==> src/rtl/nand_status_consts.svh <==
// constants for the nand status and ecc block
`ifndef NAND_STATUS_CONSTS_SVH
`define NAND_STATUS_CONSTS_SVH
// opcodes
`define OPC_WREN 8'h06
`define OPC_WRDI 8'h04
`define OPC_GETF 8'h0F
`define OPC_SETF 8'h1F
`define OPC_RESET 8'hFF
`define OPC_PGRD 8'h13
`define OPC_PEXE 8'h10
`define OPC_BERS 8'hD8
// feature addresses
`define FA_STATUS 8'hC0
`define FA_CFG 8'hB0
`define CFG_ECC_BIT 4
// status bit positions
`define ST_BUSY 0
`define ST_WLATCH 1
`define ST_EFAIL 2
`define ST_PFAIL 3
`define ST_ECC_LO 4
// correction result codes
`define ECC_NONE 2'h0
`define ECC_FIXED 2'h1
`define ECC_UNFIX 2'h2
`define ECC_MAX_FIX 3'h4
// page layout
`define COL_SPARE 12'h800
`define COL_LAST 12'h83F
`define SPARE_META 2'h1
// reset command busy time
`define T_RST_NS 5000
`define CLK_NS 25
`define RST_CYC ((`T_RST_NS + `CLK_NS - 1) / `CLK_NS)
`endif

==> src/rtl/nand_status_pkg.sv <==
// types for the nand status and ecc block
`default_nettype none
package nand_status_pkg;
  typedef enum logic [4:0] {
    OP_IDLE  = 5'h01,
    OP_READ  = 5'h02,
    OP_PROG  = 5'h04,
    OP_ERASE = 5'h08,
    OP_RESET = 5'h10
  } op_state_e;
  typedef logic [15:0] parity_t;
endpackage
`default_nettype wire

==> src/rtl/ecc_stream_if.sv <==
// byte stream from the cache into the parity engine
`default_nettype none
interface ecc_stream_if;
  logic clear;
  logic valid;
  logic [11:0] col;
  logic [7:0] data;
  logic [63:0] parity;
  modport src (output clear, output valid, output col, output data,
               input parity);
  modport eng (input clear, input valid, input col, input data,
               output parity);
endinterface
`default_nettype wire

==> src/rtl/ecc_seg_parity.sv <==
// per-segment parity over the protected bytes of a page
`include "nand_status_consts.svh"
`default_nettype none
module ecc_seg_parity
  import nand_status_pkg::*;
(
  // clock and reset
  input wire logic clk,
  input wire logic nrst,
  // stream
  ecc_stream_if.eng s
);
  logic in_main;
  logic in_meta;
  logic [1:0] seg;

  function automatic parity_t crc_byte(parity_t c, logic [7:0] d);
    parity_t r;
    r = c;
    for (int i = 7; i >= 0; i--) begin
      r = (r[15] ^ d[i]) ? ({r[14:0], 1'b0} ^ 16'h1021) : {r[14:0], 1'b0};
    end
    return r;
  endfunction

  // main bytes and the metadata field (bytes 4 to 7) of each 16-byte spare group only; the rest is unprotected
  assign in_main = s.col < `COL_SPARE;
  assign in_meta = (s.col <= `COL_LAST) && !in_main &&
                   (s.col[3:2] == `SPARE_META);
  assign seg = in_main ? s.col[10:9] : s.col[5:4];

  for (genvar g = 0; g < 4; g++) begin : g_seg
    parity_t acc_reg;
    always_ff @(posedge clk or negedge nrst) begin
      if (!nrst) begin
        acc_reg <= 16'hFFFF;
      end else if (s.clear) begin
        acc_reg <= 16'hFFFF;
      end else if (s.valid && (in_main || in_meta) && seg == 2'(g)) begin
        acc_reg <= crc_byte(acc_reg, s.data);
      end
    end
    assign s.parity[g*16 +: 16] = acc_reg;
  end
endmodule // ecc_seg_parity
`default_nettype wire

==> src/rtl/nand_status_ecc.sv <==
// status word, feature commands and internal ecc control
//////////////////////////////////////////////////////////////////////////
`include "nand_status_consts.svh"
`default_nettype none
module nand_status_ecc
  import nand_status_pkg::*;
(
  // clock and reset
  input wire logic clk,
  input wire logic nrst,
  // serial link
  input wire logic sclk,
  input wire logic cs_n,
  input wire logic si,
  output logic so,
  output logic so_oe_n,
  // array engine requests
  output logic arr_read_req,
  output logic arr_prog_req,
  output logic arr_erase_req,
  output logic [15:0] arr_row,
  input wire logic arr_done,
  input wire logic arr_fail,
  input wire logic row_locked,
  // cache byte stream
  input wire logic cache_valid,
  input wire logic [11:0] cache_col,
  input wire logic [7:0] cache_byte,
  // parity to and from the hidden spare area
  input wire logic [63:0] stored_parity,
  output logic [63:0] prog_parity,
  input wire logic [2:0] corr_bits,
  output logic ecc_on,
  // status view
  output logic [7:0] operation_status
);
  //////////////////////////////////////////////////////////////////////////
  // link synchronisers and edges
  logic sclk_s1_reg, sclk_s2_reg, sclk_d_reg;
  logic cs_s1_reg, cs_s2_reg;
  logic si_s1_reg, si_s2_reg;
  logic rise, fall;

  always_ff @(posedge clk or negedge nrst) begin
    if (!nrst) begin
      sclk_s1_reg <= 1'b0;
      sclk_s2_reg <= 1'b0;
      sclk_d_reg <= 1'b0;
      cs_s1_reg <= 1'b1;
      cs_s2_reg <= 1'b1;
      si_s1_reg <= 1'b0;
      si_s2_reg <= 1'b0;
    end else begin
      sclk_s1_reg <= sclk;
      sclk_s2_reg <= sclk_s1_reg;
      sclk_d_reg <= sclk_s2_reg;
      cs_s1_reg <= cs_n;
      cs_s2_reg <= cs_s1_reg;
      si_s1_reg <= si;
      si_s2_reg <= si_s1_reg;
    end
  end
  assign rise = !cs_s2_reg && sclk_s2_reg && !sclk_d_reg;
  assign fall = !cs_s2_reg && !sclk_s2_reg && sclk_d_reg;

  //////////////////////////////////////////////////////////////////////////
  // byte assembly
  logic [6:0] in_shift_reg;
  logic [2:0] bit_cnt_reg;
  logic [2:0] byte_idx_reg;
  logic [7:0] cmd_reg;
  logic [7:0] faddr_reg;
  logic [15:0] row_sh_reg;
  logic byte_done;
  logic [7:0] rx_byte;

  assign byte_done = rise && (bit_cnt_reg == 3'h7);
  assign rx_byte = {in_shift_reg, si_s2_reg};

  always_ff @(posedge clk or negedge nrst) begin
    if (!nrst) begin
      in_shift_reg <= 7'h00;
      bit_cnt_reg <= 3'h0;
      byte_idx_reg <= 3'h0;
    end else if (cs_s2_reg) begin
      bit_cnt_reg <= 3'h0;
      byte_idx_reg <= 3'h0;
    end else if (rise) begin
      in_shift_reg <= rx_byte[6:0];
      bit_cnt_reg <= bit_cnt_reg + 3'h1;
      if (byte_done && byte_idx_reg != 3'h7) begin
        byte_idx_reg <= byte_idx_reg + 3'h1;
      end
    end
  end

  always_ff @(posedge clk or negedge nrst) begin
    if (!nrst) begin
      cmd_reg <= 8'h00;
      faddr_reg <= 8'h00;
      row_sh_reg <= 16'h0000;
    end else if (byte_done) begin
      if (byte_idx_reg == 3'h0) begin
        cmd_reg <= rx_byte;
      end
      if (byte_idx_reg == 3'h1) begin
        faddr_reg <= rx_byte;
      end
      row_sh_reg <= {row_sh_reg[7:0], rx_byte};
    end
  end

  //////////////////////////////////////////////////////////////////////////
  // command decode
  op_state_e op_reg;
  logic busy;
  logic latch_reg;
  logic is_opc, addr_last;
  logic cmd_wren, cmd_wrdi, cmd_reset, cmd_setf;
  logic req_read, req_prog, req_erase;
  logic go_read, go_prog, go_erase;
  logic lock_prog, lock_erase;

  assign busy = (op_reg != OP_IDLE);
  assign is_opc = byte_done && (byte_idx_reg == 3'h0);
  assign addr_last = byte_done && (byte_idx_reg == 3'h3);
  // commands other than status poll and reset wait for ready
  assign cmd_wren = is_opc && rx_byte == `OPC_WREN && !busy;
  assign cmd_wrdi = is_opc && rx_byte == `OPC_WRDI && !busy;
  assign cmd_reset = is_opc && rx_byte == `OPC_RESET;
  assign cmd_setf = byte_done && byte_idx_reg == 3'h2 &&
                    cmd_reg == `OPC_SETF && !busy;
  assign req_read = addr_last && cmd_reg == `OPC_PGRD && !busy;
  assign req_prog = addr_last && cmd_reg == `OPC_PEXE && !busy && latch_reg;
  assign req_erase = addr_last && cmd_reg == `OPC_BERS && !busy && latch_reg;
  // a locked program or erase target never reaches the array
  assign lock_prog = req_prog && row_locked;
  assign lock_erase = req_erase && row_locked;
  assign go_read = req_read;
  assign go_prog = req_prog && !row_locked;
  assign go_erase = req_erase && !row_locked;

  //////////////////////////////////////////////////////////////////////////
  // operation sequencer
  logic por_pend_reg;
  logic [12:0] rst_cnt_reg;
  logic op_end;

  assign op_end = (op_reg == OP_RESET) ? (rst_cnt_reg == 13'h0000)
                                       : (busy && arr_done);

  always_ff @(posedge clk or negedge nrst) begin
    if (!nrst) begin
      op_reg <= OP_IDLE;
      por_pend_reg <= 1'b1;
      rst_cnt_reg <= 13'h0000;
      arr_read_req <= 1'b0;
      arr_prog_req <= 1'b0;
      arr_erase_req <= 1'b0;
      arr_row <= 16'h0000;
    end else begin
      arr_read_req <= 1'b0;
      arr_prog_req <= 1'b0;
      arr_erase_req <= 1'b0;
      if (rst_cnt_reg != 13'h0000) begin
        rst_cnt_reg <= rst_cnt_reg - 13'h0001;
      end
      case (op_reg)
        OP_IDLE: begin
          if (por_pend_reg) begin
            por_pend_reg <= 1'b0;
            op_reg <= OP_READ;
            arr_row <= 16'h0000;
            arr_read_req <= 1'b1;
          end else if (cmd_reset) begin
            op_reg <= OP_RESET;
            rst_cnt_reg <= 13'(`RST_CYC - 1);
          end else if (go_read) begin
            op_reg <= OP_READ;
            arr_row <= {row_sh_reg[7:0], rx_byte};
            arr_read_req <= 1'b1;
          end else if (go_prog) begin
            op_reg <= OP_PROG;
            arr_row <= {row_sh_reg[7:0], rx_byte};
            arr_prog_req <= 1'b1;
          end else if (go_erase) begin
            op_reg <= OP_ERASE;
            arr_row <= {row_sh_reg[7:0], rx_byte};
            arr_erase_req <= 1'b1;
          end
        end
        OP_READ, OP_PROG, OP_ERASE, OP_RESET: begin
          if (op_end) begin
            op_reg <= OP_IDLE;
          end
        end
        default: begin
          op_reg <= OP_IDLE;
        end
      endcase
    end
  end

  //////////////////////////////////////////////////////////////////////////
  // parity engine
  ecc_stream_if es ();
  logic [63:0] par_diff;

  assign es.clear = go_read || go_prog || (por_pend_reg && !busy);
  assign es.valid = cache_valid && (op_reg == OP_READ || op_reg == OP_PROG);
  assign es.col = cache_col;
  assign es.data = cache_byte;
  assign par_diff = es.parity ^ stored_parity;

  ecc_seg_parity u_parity (
    .clk (clk),
    .nrst (nrst),
    .s (es)
  );

  // parity handed to the array for the hidden spare area
  always_ff @(posedge clk or negedge nrst) begin
    if (!nrst) begin
      prog_parity <= 64'h0000_0000_0000_0000;
    end else if (op_reg == OP_PROG && arr_done && ecc_on) begin
      prog_parity <= es.parity;
    end
  end

  //////////////////////////////////////////////////////////////////////////
  // status flags; a set in the same cycle as a clear wins
  logic erase_fail_reg, prog_fail_reg;
  logic [1:0] ecc_res_reg;
  logic [1:0] ecc_class;

  always_ff @(posedge clk or negedge nrst) begin
    if (!nrst) begin
      latch_reg <= 1'b0;
    end else if (cmd_wren) begin
      latch_reg <= 1'b1;
    end else if (cmd_wrdi || cmd_reset || lock_prog || lock_erase) begin
      latch_reg <= 1'b0;
    end else if (op_end && (op_reg == OP_PROG || op_reg == OP_ERASE)) begin
      latch_reg <= 1'b0;
    end
  end

  always_ff @(posedge clk or negedge nrst) begin
    if (!nrst) begin
      erase_fail_reg <= 1'b0;
    end else if (lock_erase || (op_reg == OP_ERASE && arr_done && arr_fail))
    begin
      erase_fail_reg <= 1'b1;
    end else if (cmd_reset || go_erase) begin
      erase_fail_reg <= 1'b0;
    end
  end

  always_ff @(posedge clk or negedge nrst) begin
    if (!nrst) begin
      prog_fail_reg <= 1'b0;
    end else if (lock_prog || (op_reg == OP_PROG && arr_done && arr_fail))
    begin
      prog_fail_reg <= 1'b1;
    end else if (cmd_reset || go_prog) begin
      prog_fail_reg <= 1'b0;
    end
  end

  // errors past four bits cannot be repaired and are only reported
  always_comb begin
    if (par_diff == 64'h0000_0000_0000_0000) begin
      ecc_class = `ECC_NONE;
    end else if (corr_bits != 3'h0 && corr_bits <= `ECC_MAX_FIX) begin
      ecc_class = `ECC_FIXED;
    end else begin
      ecc_class = `ECC_UNFIX;
    end
  end

  always_ff @(posedge clk or negedge nrst) begin
    if (!nrst) begin
      ecc_res_reg <= `ECC_NONE;
    end else if (op_reg == OP_READ && arr_done && ecc_on) begin
      ecc_res_reg <= ecc_class;
    end else if (cmd_reset || go_read) begin
      ecc_res_reg <= `ECC_NONE;
    end
  end

  // correction switch; on from power-up
  always_ff @(posedge clk or negedge nrst) begin
    if (!nrst) begin
      ecc_on <= 1'b1;
    end else if (cmd_setf && faddr_reg == `FA_CFG) begin
      ecc_on <= rx_byte[`CFG_ECC_BIT];
    end
  end

  assign operation_status = {2'h0, ecc_res_reg, prog_fail_reg,
                             erase_fail_reg, latch_reg,
                             busy};

  //////////////////////////////////////////////////////////////////////////
  // get-feature readout
  logic out_en_reg;
  logic [2:0] out_cnt_reg;
  logic [7:0] out_shift_reg;
  logic [7:0] feat_val;

  always_comb begin
    case (faddr_reg)
      `FA_STATUS: feat_val = operation_status;
      `FA_CFG: feat_val = 8'(ecc_on) << `CFG_ECC_BIT;
      default: feat_val = 8'h00;
    endcase
  end

  // byte reloaded at each boundary so polling sees fresh status
  always_ff @(posedge clk or negedge nrst) begin
    if (!nrst) begin
      out_en_reg <= 1'b0;
      out_cnt_reg <= 3'h0;
      out_shift_reg <= 8'h00;
      so <= 1'b0;
    end else if (cs_s2_reg) begin
      out_en_reg <= 1'b0;
      out_cnt_reg <= 3'h0;
    end else if (byte_done && byte_idx_reg == 3'h1 &&
                 cmd_reg == `OPC_GETF) begin
      out_en_reg <= 1'b1;
    end else if (fall && out_en_reg) begin
      out_cnt_reg <= out_cnt_reg + 3'h1;
      if (out_cnt_reg == 3'h0) begin
        so <= feat_val[7];
        out_shift_reg <= {feat_val[6:0], 1'b0};
      end else begin
        so <= out_shift_reg[7];
        out_shift_reg <= {out_shift_reg[6:0], 1'b0};
      end
    end
  end
  assign so_oe_n = !out_en_reg;
endmodule // nand_status_ecc
`default_nettype wire

==> config.mk <==
export PLATFORM = sky130hd
export DESIGN_NAME = nand_status_ecc
export DESIGN_NICKNAME = d
export VERILOG_FILES = /design/src/rtl/nand_status_pkg.sv /design/src/rtl/ecc_stream_if.sv /design/src/rtl/ecc_seg_parity.sv /design/src/rtl/nand_status_ecc.sv
export VERILOG_INCLUDE_DIRS = /design/src /design/src/rtl
export SDC_FILE = /design/constraint.sdc
export NUM_CORES = 1
export LEC_CHECK = 0
export BUFFER_PORTS_ARGS = -buffer_cell sky130_fd_sc_hd__clkbuf_2
export CAP_MARGIN = 20
export CORE_ASPECT_RATIO = 1.2
export CORE_MARGIN = 1
export CORE_UTILIZATION = 55
export DETAILED_ROUTE_END_ITERATION = 8
export GPL_TIMING_DRIVEN = 0
export PLACE_DENSITY = 0.84
export SYNTH_ARGS = -nofsm -noshare
export SYNTH_HDL_FRONTEND = slang
export SYNTH_HIERARCHICAL = 1
export SYNTH_SLANG_ARGS = --single-unit
==> constraint.sdc <==
create_clock -name clk -period 4.1 [get_ports clk]
set_input_delay 0.41 -clock clk [delete_from_list [all_inputs] [get_ports clk]]
set_output_delay 0.41 -clock clk [all_outputs]
set_load 0.01 [all_outputs]
# ---- Word level (Yosys, flattened, before mapping)
# Index checks and enable logic that the tools add are counted.
dict set report totals {
  register_bits 229
  inputBits 96
  output_inout_bits 94
  wordCells 334
}
dict set report classes {
  addsub 4
  magnitude_cmp 3
  n_eq_ne 29
  n_mux 97
  bitwise_logic 67
  reduce_logical 100
}
# op n
set op_table {}
lappend op_table {{$mux 13} 36}
lappend op_table {{$mux 16} 13}
lappend op_table {{$not 3->3} 32}
lappend op_table {{$logic_not 64->1} 1}
lappend op_table {{$xor 64x64->64} 1}
lappend op_table {{$logic_and 1x1->1} 51}
lappend op_table {{$eq 8x8->1 const B} 4}
lappend op_table {{$xor 1x1->1} 32}
lappend op_table {{$mux 5} 6}
lappend op_table {{$mux 1} 26}
lappend op_table {{$eq 8x5->1 const B} 3}
lappend op_table {{$mux 3} 8}
lappend op_table {{$reduce_bool 2->1} 11}
lappend op_table {{$eq 8x3->1 const B} 2}
lappend op_table {{$logic_not 13->1} 1}
lappend op_table {{$logic_or 1x1->1} 13}
lappend op_table {{$reduce_bool 13->1} 1}
lappend op_table {{$sub 13x1->13 const B} 1}
lappend op_table {{$le 12x12->1 const B} 1}
lappend op_table {{$lt 12x12->1 const B} 1}
lappend op_table {{$pmux 6 s2} 1}
lappend op_table {{$reduce_and 2->1} 6}
lappend op_table {{$mux 2} 5}
lappend op_table {{$pmux 5 s2} 1}
lappend op_table {{other kinds (27)} 43}

# ---- Logic depth before layout (Yosys ltp)
# Gate-level depths: netlist of run 1.
dict set report logic_depth {
  word_depth 18
  depth_mapped 11
  ltp_nobuf 8
}

# ---- Cells and area by module
# The synthesis of run 1 kept the hierarchy.
# module instances cells_per_inst area_per_inst_um2 seq_area_each_um2
set modules_own_cells {}
lappend modules_own_cells {nand_status_ecc 1 627 7613.6 4110.2}
lappend modules_own_cells {ecc_seg_parity 1 346 4025.1 1681.6}

# ---- Worst setup path after synthesis of run 1
# No wires, ideal clock.
dict set report synth_path {
  path_kind {reg-to-reg}
  start {reg op_reg[1]}
  end {reg u_parity.g_seg[0].acc_reg[0]}
  setup_ns 0.060
  arrival_ns 2.399
  setup_slack_ns 1.641
  stages_incl_launch_ff 11
  period_less_slack_ns 2.459
  path_cell_list {dfrtp_1 -> nor3_2 -> and3b_4 -> inv_2 -> buf_6 -> a2111o_1 -> nand2_1 -> clkbuf_1 -> clkbuf_1 -> clkbuf_1 -> a211o_1}
}
dict set report synth_via {
  elab_chain_cells 8
  word_cells_on_any_way 17
  cone_classes {eq/ne: 3; mux: 1; reduce/logical: 13}
}
# element line
set synth_rtl {}
lappend synth_rtl {{start: declaration} nand_status_ecc.sv:115} ;# op_state_e op_reg;
lappend synth_rtl {{start signal: assignment} nand_status_ecc.sv:154} ;# op_reg <= OP_IDLE;
lappend synth_rtl {{start signal: assignment} nand_status_ecc.sv:172} ;# op_reg <= OP_READ;
lappend synth_rtl {{start signal: assignment} nand_status_ecc.sv:176} ;# op_reg <= OP_RESET;
lappend synth_rtl {{$ne 5x1->1 *} nand_status_ecc.sv:124} ;# assign busy = (op_reg != OP_IDLE);
lappend synth_rtl {{named net busy} nand_status_ecc.sv:116} ;# logic busy;
lappend synth_rtl {{$logic_not 1->1 *} {nand_status_ecc.sv:133, nand_status_ecc.sv:134, nand_status_ecc.sv:209}}
lappend synth_rtl {{$logic_and 1x1->1 (2 in series)} nand_status_ecc.sv:134} ;# assign req_prog = addr_last && cmd_reg == `OPC_PEXE && !busy && latch_reg;
lappend synth_rtl {{$logic_and 1x1->1} nand_status_ecc.sv:140} ;# assign go_prog = req_prog && !row_locked;
lappend synth_rtl {{$logic_or 1x1->1} nand_status_ecc.sv:209} ;# assign es.clear = go_read || go_prog || (por_pend_reg && !busy);
lappend synth_rtl {{$logic_or 1x1->1 *} nand_status_ecc.sv:209}
lappend synth_rtl {{named net es.clear} ecc_stream_if.sv:4} ;# logic clear;
lappend synth_rtl {{$mux 16 / $reduce_bool 2->1 (equally long branches)} -}
lappend synth_rtl {{end signal: assignment} ecc_seg_parity.sv:40} ;# acc_reg <= crc_byte(acc_reg, s.data);
lappend synth_rtl {{end: declaration} ecc_seg_parity.sv:33} ;# parity_t acc_reg;
# The timed path passes the listed nets; every way through them passes the cells marked *.
# A chain may end at the register's enable or synchronous reset.

# ---- Final worst setup path of run 1
dict set report layout_path {
  start {reg bit_cnt_reg[0]}
  end {reg u_parity.g_seg[0].acc_reg[3]}
}
dict set report layout_via {
  elab_chain_cells 10
  word_cells_on_any_way 13
  cone_classes {eq/ne: 1; mux: 1; reduce/logical: 11}
}
# element line
set layout_rtl {}
lappend layout_rtl {{start: declaration} nand_status_ecc.sv:69} ;# logic [2:0] bit_cnt_reg;
lappend layout_rtl {{start signal: assignment} nand_status_ecc.sv:90} ;# bit_cnt_reg <= bit_cnt_reg + 3'h1;
lappend layout_rtl {{$eq 3x3->1 *} nand_status_ecc.sv:77} ;# assign byte_done = rise && (bit_cnt_reg == 3'h7);
lappend layout_rtl {{$logic_and 1x1->1 *} nand_status_ecc.sv:77}
lappend layout_rtl {{$logic_and 1x1->1 *} nand_status_ecc.sv:126} ;# assign addr_last = byte_done && (byte_idx_reg == 3'h3);
lappend layout_rtl {{$logic_and 1x1->1 (no line)} -}
lappend layout_rtl {{$logic_and 1x1->1 (2 in series)} nand_status_ecc.sv:134}
lappend layout_rtl {{$logic_and 1x1->1} nand_status_ecc.sv:140}
lappend layout_rtl {{$logic_or 1x1->1 * (2 in series)} nand_status_ecc.sv:209}
lappend layout_rtl {{named net es.clear} ecc_stream_if.sv:4}
lappend layout_rtl {{$mux 16 / $reduce_bool 2->1 (equally long branches)} -}
# Marks and branches as above.

==> results of run 1 <==
-- placed cells by master (no fill, tap or decap), types with 10 or more instances in the layout --
cell and n:
clkbuf_2 179, dfrtp_1 159, mux2_2 87, xor2_1 86
dfstp_2 69, xnor2_1 68, nor3_1 59, a211o_1 52
nand2_1 45, nor2_1 44, clkbuf_1 36, clkbuf_16 26
nor4_1 24, buf_2 19, inv_1 17, a22oi_1 16
xnor3_1 16, nand4_1 15, o21ai_0 13, ha_1 12
nand3_1 11, a21oi_1 10, a22o_2 10
-- power by group --
| part | switching, uW | internal [uW] |
|---|---|---|
| clock network | 867 | 1230 |
| registers | 67.2 | 2290 |
| logic | 204 | 158 |
| total | 1140 | 3670 |
-- metrics by stage --
stage / worst slack (ns) / area [um^2] / instances
6_report: 0.7821 / 13710 / 1468
5_1_grt: 0.5952 / 13710 / 1468
4_1_cts: 0.7594 / 13700 / 1466
3_5_place_dp: 0.8313 / 12910 / 1420
3_3_place_gp: -1.780 / 12870 / 1419
2_1_floorplan: 1.641 / 11640 / 974
-- layer usage --
layer | share of wire | GRT usage | up-vias
met5 | 0 | 0 | -
met3 | 0.082 | 0.05932 | 74
met2 | 0.49 | 0.4777 | 400
met1 | 0.38 | 0.3457 | 4275
li1 | - | - | 3896
met4 | 0.047 | 0.1394 | 0
-- logic make-up (layout without fill, tap and decap cells) --
family                   after synthesis  after routing  share of synthesized area
multiplexers                          95             95                    0.09192
XOR/XNOR                             176            176                     0.1572
AND/OR/NAND/NOR                      251            251                     0.1164
adder cells (fa/ha/maj)               12             12                    0.01290
flip-flops                           228            228                     0.4976
buffers and inverters                 77            306                    0.03257
other                                  1              2                  0.0003222
AO/OA/AOI/OAI                        133            133                    0.09106
-- area by class of cell --
class                      count  area [um^2]
tap                          265        331.6
fill                        1505         6758
timing repair buffer         185        972.2
clock buffer                  38        735.7
inverter                      18        67.56
multi-input combinational    669         5472
clock inverter                 6        28.78
sequential                   228         5792
buffer                        59        311.5
-- final timing paths --
path / to / slack [ns] / cells past startpoint
min in group clk: prog_fail_reg / 0.19 / 3
worst min register to register: si_s2_reg / 0.35 / 0
worst min-delay path: row_sh_reg[6] / 0.01 / 1
worst max-delay path: u_parity/g_seg[0].acc_reg[3] / 0.78 / 10
max in group asynchronous: prog_parity[51] / 3.03 / 2
worst max register to register: u_parity/g_seg[0].acc_reg[3] / 0.78 / 10
-- worst max-delay path, stage by stage (launching register included) --
cell      delay, ns
dfrtp_1        0.38
ha_1           0.16
ha_1           0.15
nor4bb_1       0.46
nand2_1        0.21
a2111o_1       0.42
nand2_1        0.15
clkbuf_1       0.21
clkbuf_1       0.44
clkbuf_1       0.51
a211o_1        0.18
==> metrics.md, run 1 <==
| Metric | Value |
|---|---|
| Hold Vio Cnt, Final | `0` |
| HP Class | `input pin to asynchronous set/reset pin` |
| Hold_ws | `between 0.01 and 0.015 ns` |
| Count of cell types in the netlist | `between 70 and 80` |
| Share of synthesized flip-flops with an asynchronous set or reset | `1.000` |
| Req. time, crit path | `roughly 4.6 ns` |
| Core region area | `just over 20000 um^2` |
| Initial Util | `0.5686` |
| Worst Tran Pin Value | `0.9529 ns` |
| Status | `completed` |
| Synth top cells by count | `dfrtp_1, mux2_2, xor2_1, dfstp_2, xnor2_1` |
| Peak supply drop | `~280 uV` |
| Flops & latches, synth | `between 200 and 250` |
| Nets | `~1300` |
| Top cell type's share of synthesized area | `0.3419` |
| Power per cell area | `about 350 nW/um^2` |
| Dominant cell type by area after synthesis | `dfrtp_1` |
| DIE HEIGHT | `161.4 um` |
| Clock Sinks | `approximately 230` |
| Total power | `4811 uW` |
| Worst setup path startpoint | `bit_cnt_reg[0]` |
| Via density | `roughly 5.9` |
| Crit Path Category | `register to register` |
| DRC Markers | `0` |
| GP Congestion | `roughly 0.95` |
| Buffers on Ports | `180` |
| Slew headroom | `0.3558` |
| Global-route wire length before repair | `47.19 mm` |
| First-pass DRT Iterations | `5` |
| Crit. End Element | `register` |
| Post-synth EDFFs | `0` |
| Post-CTS setup buffers | `0` |
| Syn_area_per_cell | `~12 um^2` |
| Gate Count Post-Synth | `roughly 970` |
| Row count | `57` |
| Clock slew at reported path FFs | `about 0.060 ns` |
| Cts hold-fix bufs | `2` |
| Resized cells post-CTS | `0` |
| Largest net degree at the start of global routing | `roughly 120` |
| Most numerous cell in the Yosys netlist | `dfrtp_1` |
| CP Data Arrival Time | `around 3.8 ns` |
| Total gr overflow | `0` |
| Total CTS buffers | `24` |
| Top Ports | `between 150 and 200` |
| DR WL/cell | `~21 um` |
| Floorplan die width | `134.8 um` |
| CP startpoint kind | `register` |
| Vias in the first global route | `a little under 9000` |
| Worst-path fanout max | `10` |
| CTS tree | `done` |
| FMAX | `~300 MHz` |
| Total global-route track usage | `0.2838` |
| Seq/Total Area, Yosys | `0.4976` |
| Worst-Skew Late Latency | `0.51 ns` |
| CTS max path bufs | `3` |
| Detailed Route WL | `30.25 mm` |
| Initial antenna violation count | `0` |
| Dominant cells by area after synthesis | `dfrtp_1, dfstp_2, mux2_2` |
| Skew final | `approximately 0.014 ns` |
| Top FF cell, synth | `dfrtp_1` |
| Setup Total Neg Slack | `0 ns` |
| Tmin final | `between 3 and 4 ns` |
| Synthesized area | `~12000 um^2` |
| Yosys Warn Count | `6` |
| Die area | `21750 um^2` |
| RSZ-0062 raised after global routing | `false` |
| Worst r2r src | `bit_cnt_reg[0]` |
| Area growth syn-to-layout | `17.80%` |
| Final setup fails | `0` |
| DR iter-0 viols | `approximately 650` |
| Layout cell share with drive strength beyond 1 | `0.3649` |
| Clock Root Buffer | `clkbuf_16` |
| Leak | `0.006415 uW` |
| Finished Core Util | `0.6698` |
| Vias post-DR | `approximately 8600` |
| Slew Viols, Final | `0` |
| Inserted Diodes | `0` |
| Post-DRT Antenna Nets | `0` |
| Max-cap viol count | `0` |
| Detail Placement HPWL | `roughly 22 mm` |
| Htree depth | `1` |
| Period utilization | `0.8092` |
Note: power is estimated with default switching activity, not from simulation.
==> run 2: changes to the inputs <==
- clock period: 4.1 -> 3.4 ns (I/O delays scaled with it)
==> run 2 against run 1 <==
Combinational power grew 21%. Largest cell class unchanged. Maximum frequency is 4.1% higher. Power grew 21%. Routed wire length rose by 0.17%. Worst setup slack worse by 0.57 ns. Via count shrank 0.10%. Register-to-register slack lost 0.57 ns. Worst hold slack better by 0.11 ns. Highest routed layer unchanged.
==> metrics.md, run 2 (synthesis gave the netlist of run 1 again) <==
| Metric | Value |
|---|---|
| Crit path depth | `10 (unchanged)` |
| HP Class | `input pin to register (was input pin to asynchronous set/reset pin)` |
| Slew Viols, Final | `0 (unchanged)` |
| Hold Vio Cnt, Final | `0 (unchanged)` |
| Total global-route track usage | `0.2838 (unchanged)` |
| Final Non-Filler Cells | `1469 (was 1468)` |
| Global-route wire length before repair | `47.19 mm (unchanged)` |
| Top Ports | `190 (unchanged)` |
| Total CTS buffers | `24 (unchanged)` |
| CP Data Arrival Time | `3.64 ns (was 3.77 ns)` |
| Vias post-DR | `8636 (was 8645)` |
| Peak supply drop | `337.3 uV (was 278.9 uV)` |
| Skew final | `0.01729 ns (was 0.01432 ns)` |
| Final setup fails | `0 (unchanged)` |
| Area growth syn-to-layout | `17.91% (was 17.80%)` |
| Layout cell share with drive strength beyond 1 | `0.3663 (was 0.3649)` |
| Crit path buf inv count | `3 (unchanged)` |
| Row count | `57 (unchanged)` |
| Crit path max-delay family | `buffers and inverters (unchanged)` |
| Htree depth | `1 (unchanged)` |
| DR WL/cell | `20.63 um (was 20.61 um)` |
| Non-Filler Cell Area, Final | `13720 um^2 (was 13710 um^2)` |
| Leak | `0.006426 uW (was 0.006415 uW)` |
| Worst Tran Pin Value | `0.9520 ns (was 0.9529 ns)` |
| Via density | `5.879 (was 5.889)` |
| Inserted Diodes | `0 (unchanged)` |
| Slowest Stage Delay on Critical Path | `0.47 ns (was 0.51 ns)` |
| Commonest non-fill, non-tap cell in the layout | `clkbuf_2 (unchanged)` |
| RSZ-0062 raised after global routing | `false (unchanged)` |
| DR iter-0 viols | `621 (was 649)` |
| DRC Markers | `0 (unchanged)` |
| Clock slew at reported path FFs | `0.06 ns (about the same)` |
| Floorplan die width | `134.8 um (unchanged)` |
| GP Congestion | `0.9489 (unchanged)` |
| Finished Core Util | `0.6705 (was 0.6698)` |
| Req. time, crit path | `3.86 ns (was 4.55 ns)` |
| Worst-path fanout max | `10 (unchanged)` |
| Hold path depth | `3` |
| Largest net degree at the start of global routing | `116 (unchanged)` |
| Detail Placement HPWL | `22.44 mm (unchanged)` |
| Initial Util | `0.5686 (unchanged)` |
| Crit path max-delay cell type | `nor4bb_1 (was clkbuf_1)` |
| FILL cells | `1507 (was 1505)` |
| Max-cap viol count | `0 (unchanged)` |
| CTS tree | `done (unchanged)` |
| DIE HEIGHT | `161.4 um (unchanged)` |
| Clock Root Buffer | `clkbuf_16 (unchanged)` |
| Slew headroom | `0.3564 (was 0.3558)` |
| Post-DRT Antenna Nets | `0 (unchanged)` |
| Dpl cell area | `12910 um^2 (unchanged)` |
| Power per cell area | `423.1 nW/um^2 (was 350.9 nW/um^2)` |
| Crit. End Element | `register (unchanged)` |
| CP startpoint kind | `register (unchanged)` |
| Commonest non-fill, non-tap cells in the layout | `clkbuf_2, dfrtp_1, mux2_2, xor2_1, dfstp_2 (unchanged)` |
| Total gr overflow | `0 (unchanged)` |
| Initial antenna violation count | `0 (unchanged)` |
| Clock Sinks | `228 (unchanged)` |
| Placed insts | `1420 (unchanged)` |
| Core region area | `20470 um^2 (unchanged)` |
| Crit Path Category | `register to register (unchanged)` |
| Nets | `1294 (was 1293)` |
| Buffers on Ports | `180 (unchanged)` |
| CP Cell Sequence | `ha_1, ha_1, nor4bb_1, nand2_1, a2111o_1, nand2_1, clkbuf_1, clkbuf_1, clkbuf_2, a211o_1 (was ha_1, ha_1, nor4bb_1, nand2_1, a2111o_1, nand2_1, clkbuf_1, clkbuf_1, clkbuf_1, a211o_1)` |
| Tmin final | `3.188 ns (was 3.318 ns)` |
| First-pass DRT Iterations | `5 (unchanged)` |
| Period utilization | `0.9375 (was 0.8092)` |
| Vias in the first global route | `8741 (unchanged)` |
| Worst Reg-to-Reg Cells | `10 (unchanged)` |
| FMAX | `313.7 MHz (was 301.4 MHz)` |
| CTS max path bufs | `3 (unchanged)` |
| Status | `completed (unchanged)` |
| Die area | `21750 um^2 (unchanged)` |
| Worst-Skew Late Latency | `0.52 ns (was 0.51 ns)` |
| Hold_ws | `0.1193 ns (was 0.01082 ns)` |
| Detailed Route WL | `30.30 mm (was 30.25 mm)` |
run 2: routing by layer:
layer  track usage  vias up  wire length, um
met4        0.1394        0             1495
met2        0.4777      361            14960
li1              -     3895                -
met3       0.05932       79             2250
met5             0        -                0
met1        0.3457     4301            11600
run 2: worst paths after layout:
kind                                                  to  slack (ns)            from
min in group asynchronous                  row_sh_reg[6]        0.50            nrst
setup / recovery           u_parity/g_seg[3].acc_reg[15]        0.21  bit_cnt_reg[0]
hold / removal                             prog_fail_reg        0.12        arr_fail
hold reg to reg                                si_s2_reg        0.35       si_s1_reg
max in group asynchronous                prog_parity[51]        1.83            nrst
setup reg to reg           u_parity/g_seg[3].acc_reg[15]        0.21  bit_cnt_reg[0]
run 2: power by group:
part	internal [uW]	switching (uW)	total, uW
clock	1480	1050	2530
combinational	191	247	438
sequential	2760	81.7	2840
run 2: metrics by stage:
stage,worst slack (ns),power [uW],TNS (ns)
5_1_grt,0.07544,5982,0
6_report,0.2124,5806,0
3_3_place_gp,-2.410,3298,-437.73
4_1_cts,0.05944,5838,0
2_1_floorplan,0.9408,3095,0
3_5_place_dp,0.1313,3315,0
run 2: tightest hold or removal path: cells and delay by family:
family | cells | cell delay, ns
compound gates | 1 | 0.07
buf+inv | 1 | 0.10
simple gates | 1 | 0.08
run 2: timing repair:
action / CTS / global route
hold buffers: 4 / 0
setup endpoints to repair: 0 / 20
hold endpoints to repair: 45 / 0
buffers inserted: 0 / 0
resized for setup: 0 / 4
run 2: layout make-up:
| class | count | area, um^2 | share of cell area |
|---|---|---|---|
| clock buffers | 38 | 735.7 | 0.05361 |
| multi-input cells | 669 | 5472 | 0.3987 |
| repair buffers | 186 | 982.2 | 0.07157 |
| inverters | 18 | 67.56 | 0.004923 |
| flip-flops and latches | 228 | 5792 | 0.4220 |
| plain buffers | 59 | 314.1 | 0.02288 |
| well taps | 265 | 331.6 | 0.02416 |
| clock inverters | 6 | 28.78 | 0.002097 |
==> run 3: changes to the inputs <==
- CORE_UTILIZATION: 55 -> 45
- CTS_BUF_LIST: default -> sky130_fd_sc_hd__clkbuf_8
- PLACE_DENSITY: 0.84 -> 0.72
==> run 3 against run 2 <==
Worst hold slack lost 0.015 ns. Cell area increased by 0.94%. Worst setup slack gained 0.076 ns. Combinational power about the same. Highest routed layer unchanged. Maximum frequency grew 2.4%.
==> metrics.md, run 3 (synthesis gave the netlist of run 1 again) <==
| Metric | Value |
|---|---|
| HP Class | `input pin to register (unchanged)` |
| Buffers on Ports | `180 (unchanged)` |
| Tmin final | `3.112 ns (was 3.188 ns)` |
| Reg area | `5792 um^2 (unchanged)` |
| Worst Hold Launch | `arr_fail (unchanged)` |
| Clock slew at reported path FFs | `0.06 ns (about the same)` |
| Slew headroom | `0.2347 (was 0.3564)` |
| FMAX | `321.4 MHz (was 313.7 MHz)` |
| Initial antenna violation count | `0 (unchanged)` |
| Req. time, crit path | `3.82 ns (was 3.86 ns)` |
| Commonest non-fill, non-tap cell in the layout | `clkbuf_2 (unchanged)` |
| Power per cell area | `414.2 nW/um^2 (was 423.1 nW/um^2)` |
| Crit path max-delay cell type | `clkbuf_1 (was nor4bb_1)` |
| Non-Filler Cell Area, Final | `13850 um^2 (was 13720 um^2)` |
| Core region area | `25460 um^2 (was 20470 um^2)` |
| Sw Share | `0.2514 (was 0.2372)` |
| CTS tree | `done (unchanged)` |
| Slowest Stage Delay on Critical Path | `0.52 ns (was 0.47 ns)` |
| DR WL/cell | `19.98 um (was 20.63 um)` |
| Crit Path Category | `register to register (unchanged)` |
| Psw | `1442 uW (was 1378 uW)` |
| Row count | `64 (was 57)` |
| Total global-route track usage | `0.2393 (was 0.2838)` |
| Comb power frac | `0.077 (was 0.075)` |
| R2R Setup Slk | `0.29 ns (was 0.21 ns)` |
| Crit path max-delay family | `simple AND/OR/NAND/NOR gates (was buffers and inverters)` |
| Hold Vio Cnt, Final | `0 (unchanged)` |
| Htree depth | `2 (was 1)` |
| Nets | `1309 (was 1294)` |
| Inserted Diodes | `0 (unchanged)` |
| Top Ports | `190 (unchanged)` |
| Worst Reg-to-Reg Cells | `10 (unchanged)` |
| Worst hold endpoint | `prog_fail_reg (unchanged)` |
| CP Data Arrival Time | `3.53 ns (was 3.64 ns)` |
| Dpl ws | `0.06205 ns (was 0.1313 ns)` |
| Total gr overflow | `0 (unchanged)` |
| Die area | `26510 um^2 (was 21750 um^2)` |
| Multi-input logic area | `5472 um^2 (unchanged)` |
| Clk pwr share | `0.428 (was 0.436)` |
| Worst-path fanout max | `10 (unchanged)` |
| Total CTS buffers | `39 (was 24)` |
| Clock Sinks | `228 (unchanged)` |
| Clock Root Buffer | `clkbuf_8 (was clkbuf_16)` |
| Vias in the first global route | `8791 (was 8741)` |
| Setup WS post-layout | `0.2882 ns (was 0.2124 ns)` |
| Initial Util | `0.4571 (was 0.5686)` |
| Worst-Skew Late Latency | `0.55 ns (was 0.52 ns)` |
| Hold path depth | `3 (unchanged)` |
| RSZ-0062 raised after global routing | `false (unchanged)` |
| Flop pwr share | `0.495 (was 0.489)` |
| Via density | `5.487 (was 5.879)` |
| Area growth syn-to-layout | `19.02% (was 17.91%)` |
| FILL cells | `2239 (was 1507)` |
| Detail Placement HPWL | `23.09 mm (was 22.44 mm)` |
| DR iter-0 viols | `460 (was 621)` |
| Largest net degree at the start of global routing | `111 (was 116)` |
| Vias post-DR | `8559 (was 8636)` |
| Post-DRT Antenna Nets | `0 (unchanged)` |
| Commonest non-fill, non-tap cells in the layout | `clkbuf_2, dfrtp_1, mux2_2, xor2_1, dfstp_2 (unchanged)` |
| Max-cap viol count | `0 (unchanged)` |
| First-pass DRT Iterations | `6 (was 5)` |
| Placed insts | `1486 (was 1420)` |
| R2R Path End | `u_parity/g_seg[0].acc_reg[5] (was u_parity/g_seg[3].acc_reg[15])` |
| DRC Markers | `0 (unchanged)` |
| CP startpoint kind | `register (unchanged)` |
| Worst setup path startpoint | `bit_cnt_reg[0] (unchanged)` |
| Cell internal pwr | `4295 uW (was 4429 uW)` |
| Layout cell share with drive strength beyond 1 | `0.3748 (was 0.3663)` |
| Worst r2r src | `bit_cnt_reg[0] (unchanged)` |
| Global-route wire length before repair | `48.21 mm (was 47.19 mm)` |
| CTS max path bufs | `3 (unchanged)` |
| Status | `completed (unchanged)` |
| Dpl cell area | `13020 um^2 (was 12910 um^2)` |
| Hold_ws | `0.1043 ns (was 0.1193 ns)` |
| Slew Viols, Final | `0 (unchanged)` |
| Crit path buf inv count | `2 (was 3)` |
| Peak supply drop | `247.1 uV (was 337.3 uV)` |
| Final Non-Filler Cells | `1560 (was 1469)` |
| GP Congestion | `0.8950 (was 0.9489)` |
| Crit. End Element | `register (unchanged)` |
| Period utilization | `0.9152 (was 0.9375)` |
| Worst Tran Pin Value | `1.137 ns (was 0.9520 ns)` |
| CP Cell Sequence | `ha_1, ha_1, nor4bb_1, nand2_1, a2111o_1, nand2_1, clkbuf_1, clkbuf_1, nor2_1, a22oi_1 (was ha_1, ha_1, nor4bb_1, nand2_1, a2111o_1, nand2_1, clkbuf_1, clkbuf_1, clkbuf_2, a211o_1)` |
| Final setup fails | `0 (unchanged)` |
| Skew final | `0.05543 ns (was 0.01729 ns)` |
| Leak | `0.006523 uW (was 0.006426 uW)` |
| DIE HEIGHT | `178.2 um (was 161.4 um)` |
| Floorplan die width | `148.8 um (was 134.8 um)` |
| Detailed Route WL | `31.17 mm (was 30.30 mm)` |
==> run 3: cell types whose count changed in the layout (fill, tap and decap cells not counted), moves of 3 or more <==
cell       before  now
clkbuf_16      26    0
clkbuf_8        5   52
clkinv_2        5    2
inv_1          17   33
clkbuf_1       34   25
==> run 3: worst reg2reg max path: stages (launching register included) <==
cell and delay [ns]:
dfrtp_1 0.37, ha_1 0.16, ha_1 0.15, nor4bb_1 0.49, nand2_1 0.21, a2111o_1 0.40, nand2_1 0.16, clkbuf_1 0.20
clkbuf_1 0.52, nor2_1 0.11, a22oi_1 0.19
==> run 3: stage by stage <==
stage	utilization	power, uW	setup TNS [ns]
finish	0.5440	5737	0
global route	0.5440	5967	0
CTS	0.5438	5808	0
detailed placement	0.5113	3315	0
global placement	0.5088	3300	-458.95
floorplan	-	3095	0
==> run 3: area by class of cell <==
cell class,instances,share of cell area
sequential,228,0.4181
clock buffer,51,0.05067
clock inverter,19,0.006233
multi-input combinational,669,0.3950
inverter,18,0.004878
buffer,59,0.02276
timing repair buffer,186,0.07253
tap,330,0.02981
==> run 3: timing repair <==
action	4_1_cts	5_1_grt
setup endpoints to repair	0	23
setup buffers	0	0
hold buffers	4	0
endpoints found under the hold margin	38	0
resized for setup	0	6
==> run 3: worst max path at each step <==
stage | endpoint | slack (ns) | cells after the start
after CTS | u_parity/g_seg[0].acc_reg[3] | 0.02 | 10
after global routing | u_parity/g_seg[0].acc_reg[5] | 0.07 | 10
after global placement | prog_parity[56] | -2.52 | 1
final | u_parity/g_seg[0].acc_reg[5] | 0.29 | 10
after detailed placement | u_parity/g_seg[0].acc_reg[3] | 0.06 | 10
after floorplan | u_parity/g_seg[0].acc_reg[0] | 0.94 | 10
==> run 3: layer usage <==
metal  up-vias  global-route usage  share of wire
li1       3931                   -              -
met1      4227              0.2854           0.40
met2       318              0.4067           0.49
met3        83             0.05294          0.062
met4         0              0.1186          0.044
met5         -                   0              0
==> run 3: power groups by stage <==
stage / sequential (uW) / combinational, uW / clock (uW)
after floorplan: 2850 / 249 / 0
after global placement: 2880 / 418 / 0
after detailed placement: 2880 / 434 / 0
after CTS: 2840 / 441 / 2530
after global routing: 2840 / 475 / 2650
final: 2840 / 439 / 2460
